File: config.mk
export PLATFORM = sky130hd
export DESIGN_NAME = mtc_timer
export DESIGN_NICKNAME = d
export VERILOG_FILES = /design/src/mtc_pkg.sv /design/src/mtc_timer.sv /design/src/mtc_prescaler.sv /design/src/mtc_pin_sync.sv
export SDC_FILE = /design/constraint.sdc
export NUM_CORES = 1
export LEC_CHECK = 0
export ABC_CLOCK_PERIOD_IN_PS = 2300
export BUFFER_PORTS_ARGS = -buffer_cell sky130_fd_sc_hd__buf_2
export CAP_MARGIN = 25
export CORE_MARGIN = 8
export CORE_UTILIZATION = 56
export DETAILED_ROUTE_END_ITERATION = 7
export MAX_ROUTING_LAYER = met4
export PLACE_DENSITY = 0.82
export SLEW_MARGIN = 20
export SYNTH_ARGS = -nofsm -noshare
export SYNTH_HDL_FRONTEND = slang
export SYNTH_SLANG_ARGS = --single-unit
File: constraint.sdc
create_clock -name pclk -period 2.3 [get_ports pclk]
set_input_delay 0.23 -clock pclk [delete_from_list [all_inputs] [get_ports pclk]]
set_output_delay 0.23 -clock pclk [all_outputs]
set_load 0.1 [all_outputs]
File: src/mtc_pkg.sv
// mtc_pkg.sv - register map, field layout and encodings of the modulo timer
package mtc_pkg;

  // ==========================================================================
  // register byte addresses, one aligned 32-bit word each
  localparam logic [7:0] A_CTRL = 8'h00;
  localparam logic [7:0] A_CNT_HI = 8'h04;
  localparam logic [7:0] A_CNT_LO = 8'h08;
  localparam logic [7:0] A_PER_HI = 8'h0c;
  localparam logic [7:0] A_PER_LO = 8'h10;
  localparam logic [7:0] A_CH0_CTL = 8'h14;
  localparam logic [7:0] A_CH0_HI = 8'h18;
  localparam logic [7:0] A_CH0_LO = 8'h1c;
  localparam logic [7:0] A_CH1_CTL = 8'h20;
  localparam logic [7:0] A_CH1_HI = 8'h24;
  localparam logic [7:0] A_CH1_LO = 8'h28;
  localparam logic [7:0] A_DMA_SEL = 8'h2c;

  // ==========================================================================
  // timer_control_status fields
  localparam int unsigned B_WRAP = 7;
  localparam int unsigned B_WRAP_IE = 6;
  localparam int unsigned B_HALT = 5;
  localparam int unsigned B_CLEAR = 4;
  localparam int unsigned DIV_W = 3;
  localparam logic [2:0] DIV_RST = 3'h0;
  localparam logic [2:0] DIV_NONE = 3'h7;
  localparam logic HALT_RST = 1'b1;

  // ==========================================================================
  // counter and period
  localparam int unsigned CNT_W = 16;
  localparam logic [15:0] CNT_RST = 16'h0000;
  localparam logic [15:0] PER_RST = 16'hffff;
  localparam int unsigned PRESCALE_STAGES = 6;

  // ==========================================================================
  // channel edge/level codes: capture edge, or compare action
  localparam logic [1:0] ELS_OFF = 2'h0;
  localparam logic [1:0] ELS_TOGGLE = 2'h1;
  localparam logic [1:0] ELS_CLEAR = 2'h2;
  localparam logic [1:0] ELS_SET = 2'h3;
  localparam int unsigned NCH = 2;

  typedef struct packed {
    logic flag;
    logic irq_en;
    logic buffered;
    logic unbuffered;
    logic [1:0] edge_level;
    logic wrap_toggle;
    logic full_duty;
  } mtc_chan_ctrl_s;

  localparam mtc_chan_ctrl_s CHAN_CTRL_RST = 8'h00;

  typedef enum logic [1:0] {
    MODE_OFF = 2'b00,
    MODE_CAPTURE = 2'b01,
    MODE_COMPARE = 2'b10
  } mtc_mode_e;

endpackage

File: src/mtc_timer.sv
// mtc_timer.sv - modulo timer with two capture/compare/PWM channels, APB slave
//
// What this block does, and what software must do (RULE10, RULE22)
// RULE1 - halt bit freezes counter; reset sets halt
// RULE2 - clear bit zeroes counter and prescaler only
// RULE3 - clear bit self-clears, reads zero
// RULE4 - halt plus clear together: stopped at zero
// RULE5 - divider code picks bus clock /1../64
// RULE6 - high count read latches low byte
// RULE7 - count equals period: flag, then restart zero
// RULE8 - period high write locks flag until low
// RULE9 - period resets to all ones
// RULE10 - software clears counter before period writes
// RULE11 - channel flag on capture edge or match
// RULE12 - channel flag cleared by read-then-write-zero
// RULE13 - enable gates request; dma select routes it
// RULE14 - buffered bit disables channel one entirely
// RULE15 - unbuffered bit picks compare versus capture
// RULE16 - with pin off, unbuffered bit presets level
// RULE17 - edge/level zero releases pin to port
// RULE18 - capture on rising, falling or both
// RULE19 - compare toggles, clears or sets output
// RULE20 - wrap toggle flips compare output on overflow
// RULE21 - overflow toggle beats simultaneous compare
// RULE22 - software halts, clears before mode change
// RULE23 - wrap flag cleared by read-then-write-zero
// RULE24 - full duty forces full level next period, only while wrap toggle is clear
// RULE25 - counter steps once per enabled tick
`timescale 1ns/10ps
module mtc_timer
  import mtc_pkg::*;
(
  input wire logic pclk, // bus clock
  input wire logic presetn, // async reset, active low
  input wire logic psel, // apb select
  input wire logic penable, // apb access phase
  input wire logic pwrite, // apb direction
  input wire logic [7:0] paddr, // apb byte address
  input wire logic [31:0] pwdata, // apb write data
  output logic [31:0] prdata, // apb read data
  output logic pready, // apb ready
  output logic pslverr, // apb error on unmapped address
  input wire logic [NCH-1:0] chan_pin_i, // channel pin levels
  output logic [NCH-1:0] chan_pin_o, // channel pin drive value
  output logic [NCH-1:0] chan_pin_oe, // channel pin drive enable
  output logic wrap_irq, // wrap interrupt request
  output logic [NCH-1:0] chan_irq, // channel cpu interrupt requests
  output logic [NCH-1:0] chan_dma_req // channel dma service requests
);

  // ==========================================================================
  // state
  logic [15:0] count_r;
  logic [7:0] low_latch_r;
  logic latched_r;
  logic halt_r;
  logic wrap_ie_r;
  logic wrap_flag_r;
  logic wrap_arm_r;
  logic [2:0] div_r;
  logic [15:0] period_r;
  logic period_lock_r;
  mtc_chan_ctrl_s ctl_r [NCH];
  logic [15:0] val_r [NCH];
  logic [NCH-1:0] cap_lock_r;
  logic [NCH-1:0] cmp_lock_r;
  logic [NCH-1:0] ch_arm_r;
  logic [NCH-1:0] hold_r;
  logic [NCH-1:0] pin_prev_r;
  logic [NCH-1:0] dma_sel_r;
  logic act_r;

  logic wr_ev;
  logic rd_ev;
  logic clear_req;
  logic tick;
  logic count_en;
  logic wrap_ev;
  logic wrap_set;
  logic [NCH-1:0] pin_s;
  logic [NCH-1:0] match;
  logic [NCH-1:0] capt;
  logic [NCH-1:0] ch_set;
  mtc_mode_e mode [NCH];

  // ==========================================================================
  // helpers
  function automatic logic [7:0] ctl_addr(input int x);
    return (x == 0) ? A_CH0_CTL : A_CH1_CTL;
  endfunction

  function automatic logic [7:0] hi_addr(input int x);
    return (x == 0) ? A_CH0_HI : A_CH1_HI;
  endfunction

  function automatic logic [7:0] lo_addr(input int x);
    return (x == 0) ? A_CH0_LO : A_CH1_LO;
  endfunction

  function automatic logic mapped(input logic [7:0] a);
    return (a <= A_DMA_SEL) && (a[1:0] == 2'h0);
  endfunction

  // ==========================================================================
  // submodules
  mtc_prescaler #(.STAGES(PRESCALE_STAGES)) u_pre (
    .pclk(pclk),
    .presetn(presetn),
    .clr(clear_req),
    .sel(div_r),
    .tick(tick)
  );

  mtc_pin_sync #(.W(NCH)) u_sync (
    .pclk(pclk),
    .presetn(presetn),
    .din(chan_pin_i),
    .dout(pin_s)
  );

  // ==========================================================================
  // apb: one wait state so read data comes from a flip-flop
  assign rd_ev = psel && penable && !pready && !pwrite;
  assign wr_ev = psel && penable && pready && pwrite;
  assign clear_req = wr_ev && (paddr == A_CTRL) && pwdata[B_CLEAR]; // RULE3

  always_ff @(posedge pclk or negedge presetn) begin
    if (!presetn) begin
      pready <= 1'b0;
      pslverr <= 1'b0;
      prdata <= '0;
    end else if (psel && penable && !pready) begin
      pready <= 1'b1;
      pslverr <= !mapped(paddr);
      prdata <= '0;
      if (!pwrite) begin
        unique case (paddr)
          A_CTRL: prdata[7:0] <= {wrap_flag_r, wrap_ie_r, halt_r, 2'h0, div_r}; // RULE3
          A_CNT_HI: prdata[7:0] <= count_r[15:8];
          A_CNT_LO: prdata[7:0] <= latched_r ? low_latch_r : count_r[7:0]; // RULE6
          A_PER_HI: prdata[7:0] <= period_r[15:8];
          A_PER_LO: prdata[7:0] <= period_r[7:0];
          A_CH0_CTL: prdata[7:0] <= ctl_r[0];
          A_CH0_HI: prdata[7:0] <= val_r[0][15:8];
          A_CH0_LO: prdata[7:0] <= val_r[0][7:0];
          A_CH1_CTL: prdata[7:0] <= ctl_r[1];
          A_CH1_HI: prdata[7:0] <= val_r[1][15:8];
          A_CH1_LO: prdata[7:0] <= val_r[1][7:0];
          A_DMA_SEL: prdata[NCH-1:0] <= dma_sel_r;
          default: prdata <= '0;
        endcase
      end
    end else begin
      pready <= 1'b0;
      pslverr <= 1'b0;
    end
  end

  // ==========================================================================
  // counter
  assign count_en = tick && !halt_r; // RULE1 RULE25
  assign wrap_ev = count_en && (count_r == period_r); // RULE7
  assign wrap_set = wrap_ev && !period_lock_r; // RULE8

  always_ff @(posedge pclk or negedge presetn) begin
    if (!presetn) begin
      count_r <= CNT_RST;
    end else if (clear_req) begin
      count_r <= CNT_RST; // RULE2 RULE4
    end else if (count_en) begin
      count_r <= wrap_ev ? CNT_RST : count_r + 16'h0001; // RULE7 RULE25
    end
  end

  // low byte latch for coherent two-byte reads
  always_ff @(posedge pclk or negedge presetn) begin
    if (!presetn) begin
      latched_r <= 1'b0;
      low_latch_r <= 8'h00;
    end else if (rd_ev && paddr == A_CNT_HI && !latched_r) begin
      latched_r <= 1'b1; // RULE6
      low_latch_r <= count_r[7:0];
    end else if (rd_ev && paddr == A_CNT_LO) begin
      latched_r <= 1'b0;
    end
  end

  // ==========================================================================
  // timer control and period
  always_ff @(posedge pclk or negedge presetn) begin
    if (!presetn) begin
      halt_r <= HALT_RST; // RULE1
      wrap_ie_r <= 1'b0;
      div_r <= DIV_RST; // RULE5
    end else if (wr_ev && paddr == A_CTRL) begin
      halt_r <= pwdata[B_HALT]; // RULE1 RULE4
      wrap_ie_r <= pwdata[B_WRAP_IE];
      div_r <= pwdata[DIV_W-1:0];
    end
  end

  // set wins over a clear in the same cycle; a set between read and write disarms
  always_ff @(posedge pclk or negedge presetn) begin
    if (!presetn) begin
      wrap_flag_r <= 1'b0;
      wrap_arm_r <= 1'b0;
    end else if (wrap_set) begin
      wrap_flag_r <= 1'b1; // RULE7
      wrap_arm_r <= 1'b0; // RULE23
    end else if (wr_ev && paddr == A_CTRL) begin
      if (!pwdata[B_WRAP] && wrap_arm_r) begin
        wrap_flag_r <= 1'b0; // RULE23
      end
      wrap_arm_r <= 1'b0;
    end else if (rd_ev && paddr == A_CTRL && wrap_flag_r) begin
      wrap_arm_r <= 1'b1;
    end
  end

  always_ff @(posedge pclk or negedge presetn) begin
    if (!presetn) begin
      period_r <= PER_RST; // RULE9
      period_lock_r <= 1'b0;
    end else if (wr_ev && paddr == A_PER_HI) begin
      period_r[15:8] <= pwdata[7:0];
      period_lock_r <= 1'b1; // RULE8
    end else if (wr_ev && paddr == A_PER_LO) begin
      period_r[7:0] <= pwdata[7:0];
      period_lock_r <= 1'b0; // RULE8
    end
  end

  // ==========================================================================
  // channel mode decode and events
  always_comb begin
    for (int x = 0; x < NCH; x++) begin
      if (ctl_r[x].edge_level == ELS_OFF || (x == 1 && ctl_r[0].buffered)) begin
        mode[x] = MODE_OFF; // RULE14 RULE17
      end else if (ctl_r[x].buffered || ctl_r[x].unbuffered) begin
        mode[x] = MODE_COMPARE; // RULE15
      end else begin
        mode[x] = MODE_CAPTURE; // RULE15
      end
      // buffered pwm alternates between the two value registers each period
      match[x] = count_en && mode[x] == MODE_COMPARE && !cmp_lock_r[x]
        && count_r == ((x == 0 && ctl_r[0].buffered && act_r) ? val_r[1] : val_r[x]);
      capt[x] = mode[x] == MODE_CAPTURE && !cap_lock_r[x]
        && ((ctl_r[x].edge_level[0] && pin_s[x] && !pin_prev_r[x])
        || (ctl_r[x].edge_level[1] && !pin_s[x] && pin_prev_r[x])); // RULE18
      ch_set[x] = match[x] || capt[x]; // RULE11
    end
  end

  always_ff @(posedge pclk or negedge presetn) begin
    if (!presetn) begin
      pin_prev_r <= '0;
    end else begin
      pin_prev_r <= pin_s;
    end
  end

  always_ff @(posedge pclk or negedge presetn) begin
    if (!presetn) begin
      act_r <= 1'b0;
    end else if (!ctl_r[0].buffered) begin
      act_r <= 1'b0;
    end else if (wrap_ev) begin
      act_r <= !act_r;
    end
  end

  // ==========================================================================
  // channel control registers
  always_ff @(posedge pclk or negedge presetn) begin
    if (!presetn) begin
      for (int x = 0; x < NCH; x++) begin
        ctl_r[x] <= CHAN_CTRL_RST; // RULE12 RULE13 RULE14 RULE16 RULE17 RULE20
      end
      ch_arm_r <= '0;
    end else begin
      for (int x = 0; x < NCH; x++) begin
        if (wr_ev && paddr == ctl_addr(x) && !(x == 1 && ctl_r[0].buffered)) begin
          ctl_r[x].irq_en <= pwdata[6];
          ctl_r[x].buffered <= (x == 0) ? pwdata[5] : 1'b0; // RULE14
          ctl_r[x].unbuffered <= pwdata[4];
          ctl_r[x].edge_level <= pwdata[3:2];
          ctl_r[x].wrap_toggle <= pwdata[1];
          ctl_r[x].full_duty <= pwdata[0];
        end
        if (ch_set[x]) begin
          ctl_r[x].flag <= 1'b1; // RULE11
          ch_arm_r[x] <= 1'b0; // RULE12
        end else if (wr_ev && paddr == ctl_addr(x)) begin
          if (!pwdata[7] && ch_arm_r[x]) begin
            ctl_r[x].flag <= 1'b0; // RULE12
          end
          ch_arm_r[x] <= 1'b0;
        end else if (rd_ev && paddr == ctl_addr(x) && ctl_r[x].flag) begin
          ch_arm_r[x] <= 1'b1;
        end
      end
    end
  end

  always_ff @(posedge pclk or negedge presetn) begin
    if (!presetn) begin
      dma_sel_r <= '0;
    end else if (wr_ev && paddr == A_DMA_SEL) begin
      dma_sel_r <= pwdata[NCH-1:0];
    end
  end

  // ==========================================================================
  // channel value registers, capture and access locks
  always_ff @(posedge pclk or negedge presetn) begin
    if (!presetn) begin
      for (int x = 0; x < NCH; x++) begin
        val_r[x] <= CNT_RST;
      end
      cap_lock_r <= '0;
      cmp_lock_r <= '0;
    end else begin
      for (int x = 0; x < NCH; x++) begin
        if (wr_ev && paddr == hi_addr(x)) begin
          val_r[x][15:8] <= pwdata[7:0];
          cmp_lock_r[x] <= 1'b1;
        end else if (wr_ev && paddr == lo_addr(x)) begin
          val_r[x][7:0] <= pwdata[7:0];
          cmp_lock_r[x] <= 1'b0;
        end else if (capt[x]) begin
          val_r[x] <= count_r; // RULE11
        end
        if (rd_ev && paddr == hi_addr(x) && mode[x] == MODE_CAPTURE) begin
          cap_lock_r[x] <= 1'b1;
        end else if (rd_ev && paddr == lo_addr(x)) begin
          cap_lock_r[x] <= 1'b0;
        end
      end
    end
  end

  // ==========================================================================
  // channel outputs
  always_ff @(posedge pclk or negedge presetn) begin
    if (!presetn) begin
      chan_pin_o <= '1;
      chan_pin_oe <= '0;
      hold_r <= '0;
    end else begin
      for (int x = 0; x < NCH; x++) begin
        chan_pin_oe[x] <= (mode[x] == MODE_COMPARE); // RULE17
        if (wrap_ev) begin
          hold_r[x] <= ctl_r[x].full_duty && !ctl_r[x].wrap_toggle; // RULE24
        end
        unique case (mode[x])
          MODE_OFF: chan_pin_o[x] <= !ctl_r[x].unbuffered; // RULE16
          MODE_CAPTURE: chan_pin_o[x] <= chan_pin_o[x];
          MODE_COMPARE: begin
            if (wrap_ev && ctl_r[x].wrap_toggle) begin
              chan_pin_o[x] <= !chan_pin_o[x]; // RULE20 RULE21
            end else if (hold_r[x]) begin
              // full level is the one that the compare action ends
              chan_pin_o[x] <= (ctl_r[x].edge_level == ELS_CLEAR); // RULE24
            end else if (match[x]) begin
              unique case (ctl_r[x].edge_level)
                ELS_TOGGLE: chan_pin_o[x] <= !chan_pin_o[x]; // RULE19
                ELS_CLEAR: chan_pin_o[x] <= 1'b0; // RULE19
                ELS_SET: chan_pin_o[x] <= 1'b1; // RULE19
                default: chan_pin_o[x] <= chan_pin_o[x];
              endcase
            end
          end
          default: chan_pin_o[x] <= chan_pin_o[x];
        endcase
      end
    end
  end

  // ==========================================================================
  // requests; dma select with enable set masks the cpu request
  always_ff @(posedge pclk or negedge presetn) begin
    if (!presetn) begin
      wrap_irq <= 1'b0;
      chan_irq <= '0;
      chan_dma_req <= '0;
    end else begin
      wrap_irq <= wrap_flag_r && wrap_ie_r;
      for (int x = 0; x < NCH; x++) begin
        chan_irq[x] <= ctl_r[x].flag && ctl_r[x].irq_en && !dma_sel_r[x]; // RULE13
        chan_dma_req[x] <= ctl_r[x].flag && ctl_r[x].irq_en && dma_sel_r[x]; // RULE13
      end
    end
  end

endmodule

File: src/mtc_prescaler.sv
// mtc_prescaler.sv - divides the bus clock into a one-cycle counter tick
`timescale 1ns/10ps
module mtc_prescaler
  import mtc_pkg::*;
#(
  parameter int unsigned STAGES = PRESCALE_STAGES
) (
  input wire logic pclk, // bus clock
  input wire logic presetn, // async reset, active low
  input wire logic clr, // restart the divider
  input wire logic [2:0] sel, // divider code
  output logic tick // one-cycle counter enable
);

  // ==========================================================================
  // checks
  if (STAGES < PRESCALE_STAGES) begin : g_chk
    $error("mtc_prescaler: STAGES too small for divide by 64");
  end

  logic [STAGES-1:0] div_r;
  logic [STAGES-1:0] mask;

  // ==========================================================================
  // divider
  assign mask = STAGES'((1 << sel) - 1);

  always_ff @(posedge pclk or negedge presetn) begin
    if (!presetn) begin
      div_r <= '0;
      tick <= 1'b0;
    end else if (clr) begin // RULE2
      div_r <= '0;
      tick <= 1'b0;
    end else begin
      div_r <= div_r + 1'b1;
      tick <= (sel != DIV_NONE) && ((div_r & mask) == mask); // RULE5
    end
  end

endmodule

File: src/mtc_pin_sync.sv
// mtc_pin_sync.sv - three-stage synchroniser with agreement filter for pins
`timescale 1ns/10ps
module mtc_pin_sync #(
  parameter int unsigned W = 2
) (
  input wire logic pclk, // bus clock
  input wire logic presetn, // async reset, active low
  input wire logic [W-1:0] din, // asynchronous pin levels
  output logic [W-1:0] dout // settled levels
);

  logic [W-1:0] s1_r;
  logic [W-1:0] s2_r;
  logic [W-1:0] s3_r;

  // ==========================================================================
  // sync chain; a level counts once stages two and three agree
  always_ff @(posedge pclk or negedge presetn) begin
    if (!presetn) begin
      s1_r <= '0;
      s2_r <= '0;
      s3_r <= '0;
      dout <= '0;
    end else begin
      s1_r <= din;
      s2_r <= s1_r;
      s3_r <= s2_r;
      for (int i = 0; i < W; i++) begin
        if (s2_r[i] == s3_r[i]) begin
          dout[i] <= s3_r[i];
        end
      end
    end
  end

endmodule

==> metrics <==
outcome=completed; post-route ant nets=0; share of layout cells above drive strength 1=26.2%; first-pass GRT wire length=40.8 mm; largest family of logic cells by synthesized area=simple AND/OR/NAND/NOR gates; RSZ-0062 raised after global routing=true; Crit path buffers/inverters=1; maximum vdd drop=575 uV; CP required=2.63 ns; largest net degree at the start of global routing=49; drt first pass iters=7; Hold Crit Class=input pin to register; Vias/cell=6.21; Routed WL=26.2 mm; Post-synth ARST share=100%; I/O pin cnt=90; Final Hold Fails=0; placer congestion estimate=0.987; Port Buffers=41; GR Overflow Total=0; Via Count=6902; fin crit period=2.30 ns; Fillers=1145; die area=19100 um^2; GRT Total Usage=28.1%; pwr/cell area=839 nW/um^2; critical path's slowest cell=dfrtp_1; # Max-Cap Violations=0; Synth Area in Adders=1.44%; Distinct cells, synth=80; Skew-Pair Late Insertion Delay=0.43 ns; clock skew=0.00722 ns; postcts setup bufs=0; Area growth syn-to-layout=15.0%; Ant. Diodes=0; initial core utilization=57.5%; drt wl/cell=23.6 um; # DRC=0; most common cell after layout, fill and taps aside=dfrtp_1; clk root buf=clkbuf_16; Critical Path AT=2.63 ns; CP Capture Type=register; core area=14500 um^2; P_leak=4.26 nW; period utilisation layout=100%; mapped cell area=8360 um^2; Post-synth EDFFs=0; Final #Nets=970; FP Rows=44; Seq/Total Area, Yosys=43.1%; final setup fails=0; Final HPWL DP=19.0 mm; Max Fclk=435 MHz; post-synthesis xor/xnor area fraction=5.87%; post-route setup TNS=0 ns; predominant post-synthesis flop cell=dfrtp_1; Startpoint Class=register; Synth Area in Simple Gates=17.6%; Initial DRC Count=759; initial antenna violation count=0; CTS tree=yes; CTS buffer count=17; pin slew with the least headroom to its limit=0.644 ns; Die Width=138 um; H-tree depth=4; Synth Instances=838; Worst-path clk slew=0.06 ns; Synth Register Bits=143; Slew HR=56.0%; Worst Path Max Fanout=4; Yosys warnings=0; # clock sinks=143; mux cell area share after synthesis=11.7%; critical path's largest stage delay=0.50 ns; post-synthesis compound-gate area fraction=13.6%; Crit Path Class=register to register; Final Util=66.1%; final slew viol count=0; most frequent cells in the layout=dfrtp_1, nor2_1, nand2_1, buf_4, a21oi_1; vias in the first global route=6885; Die H=138 um; Clock Path Buffers=2; Worst path top cell family by delay=compound AO/OA/AOI/OAI gates; syn avg cell area=9.97 um^2; worst path cell trace=buf_4 -> xor2_1 -> nor2_1 -> nand3_1 -> o41ai_2 -> nand4b_1 -> o311ai_0 -> a211oi_2
## sequential cells by signal (all words and copies together), names as in the netlist, 3 cells and up
signal	count
period_r	16
div_r	3
low_latch_r	8
count_r	16
ctl_r	15
u_pre.div_r	6
prdata	8
val_r	32
## metal layers
metal | track usage, % | vias to the layer above | routed length [um]
met4 | 11.6 | 0 | 1130
met5 | - | - | 0
met2 | 41.7 | 374 | 11800
met3 | 7.74 | 86 | 2350
met1 | 35.6 | 3365 | 10900
li1 | - | 3077 | -
## repair_timing
item                       in CTS  in global routing
setup endpoints to repair       0                  5
resized for setup               0                  6
hold endpoints to repair       44                  0
hold buffers                    3                  0
## Yosys cell counts, drive strengths merged, types with 4 or more instances
cell type / number / area (um^2)
nand3: 15 / 75.1
nor3: 20 / 144
mux2i: 43 / 430
nand4: 8 / 50.1
xor2: 34 / 298
dfrtp: 124 / 3100
a22oi: 18 / 135
a31oi: 5 / 31.3
mux2: 42 / 503
nor4: 14 / 121
ha: 8 / 100
o21ai: 58 / 302
inv: 24 / 90.1
and2: 4 / 25.0
nand3b: 14 / 105
buf: 59 / 415
xnor2: 22 / 193
clkbuf: 13 / 48.8
dfstp: 19 / 499
nor2: 90 / 390
a21oi: 50 / 250
nand2b: 5 / 31.3
nand2: 71 / 277
a211oi: 7 / 62.6
nor4b: 4 / 65.1
and3: 5 / 31.3
nor2b: 6 / 37.5
a221oi: 4 / 41.3
## worst reg2reg max path, cell delays in order (launching register included)
cell	delay, ns
dfrtp_1	0.50
buf_4	0.20
xor2_1	0.16
nor2_1	0.24
nand3_1	0.23
o41ai_2	0.45
nand4b_1	0.14
o311ai_0	0.17
a211oi_2	0.13
## logic make-up (layout without fill, tap and decap cells)
kind of cell               after synthesis  in the layout
and+or+nand+nor                        270            270
AOI/OAI and AO/OA                      175            175
DFF                                    143            143
buffers and inverters                   96            163
muxes                                   87             87
xor gates and xnor gates                56             56
adders and majority gates               10             10
other                                    1             24
## path summary, 6_finish.rpt
check | to | slack, ns | startpoint | cells past startpoint
min in group asynchronous | u_sync.dout[1] | 0.32 | presetn | 2
worst max-delay path | chan_pin_o[1] | 0.0005 | count_r[2] | 8
worst min-delay path | ctl_r[3] | 0.19 | pwdata[3] | 3
worst min register to register | u_sync.s2_r[0] | 0.35 | u_sync.s1_r[0] | 0
worst max register to register | chan_pin_o[1] | 0.0005 | count_r[2] | 8
max in group asynchronous | period_r[0] | 1.18 | presetn | 3
## power breakdown
group	switching, mW	internal [mW]
clock network	1.09	1.85
logic	1.24	0.747
registers	0.376	2.76
total	2.71	5.35
## layout make-up
cell class	count	area [um^2]	area share (%)
multi-input combinational	622	4320	44.9
sequential	143	3600	37.5
timing repair buffer	107	739	7.70
clock buffer	23	498	5.18
tap	184	230	2.40
clock inverter	9	129	1.34
inverter	24	90.1	0.938
## through the flow
stage	area, um^2	hold WS, ns	power (mW)	setup WS [ns]	cells
2_1_floorplan	8440	-0.0656	4.36	0.227	861
3_3_place_gp	8920	0.204	5.05	0.130	1077
3_5_place_dp	8920	0.207	5.07	0.103	1077
4_1_cts	9580	0.175	7.99	0.0598	1112
5_1_grt	9610	0.202	8.33	-0.0459	1112
6_report	9610	0.189	8.06	0.000486	1112
No activity file was read; power rests on OpenSTA's default activity.
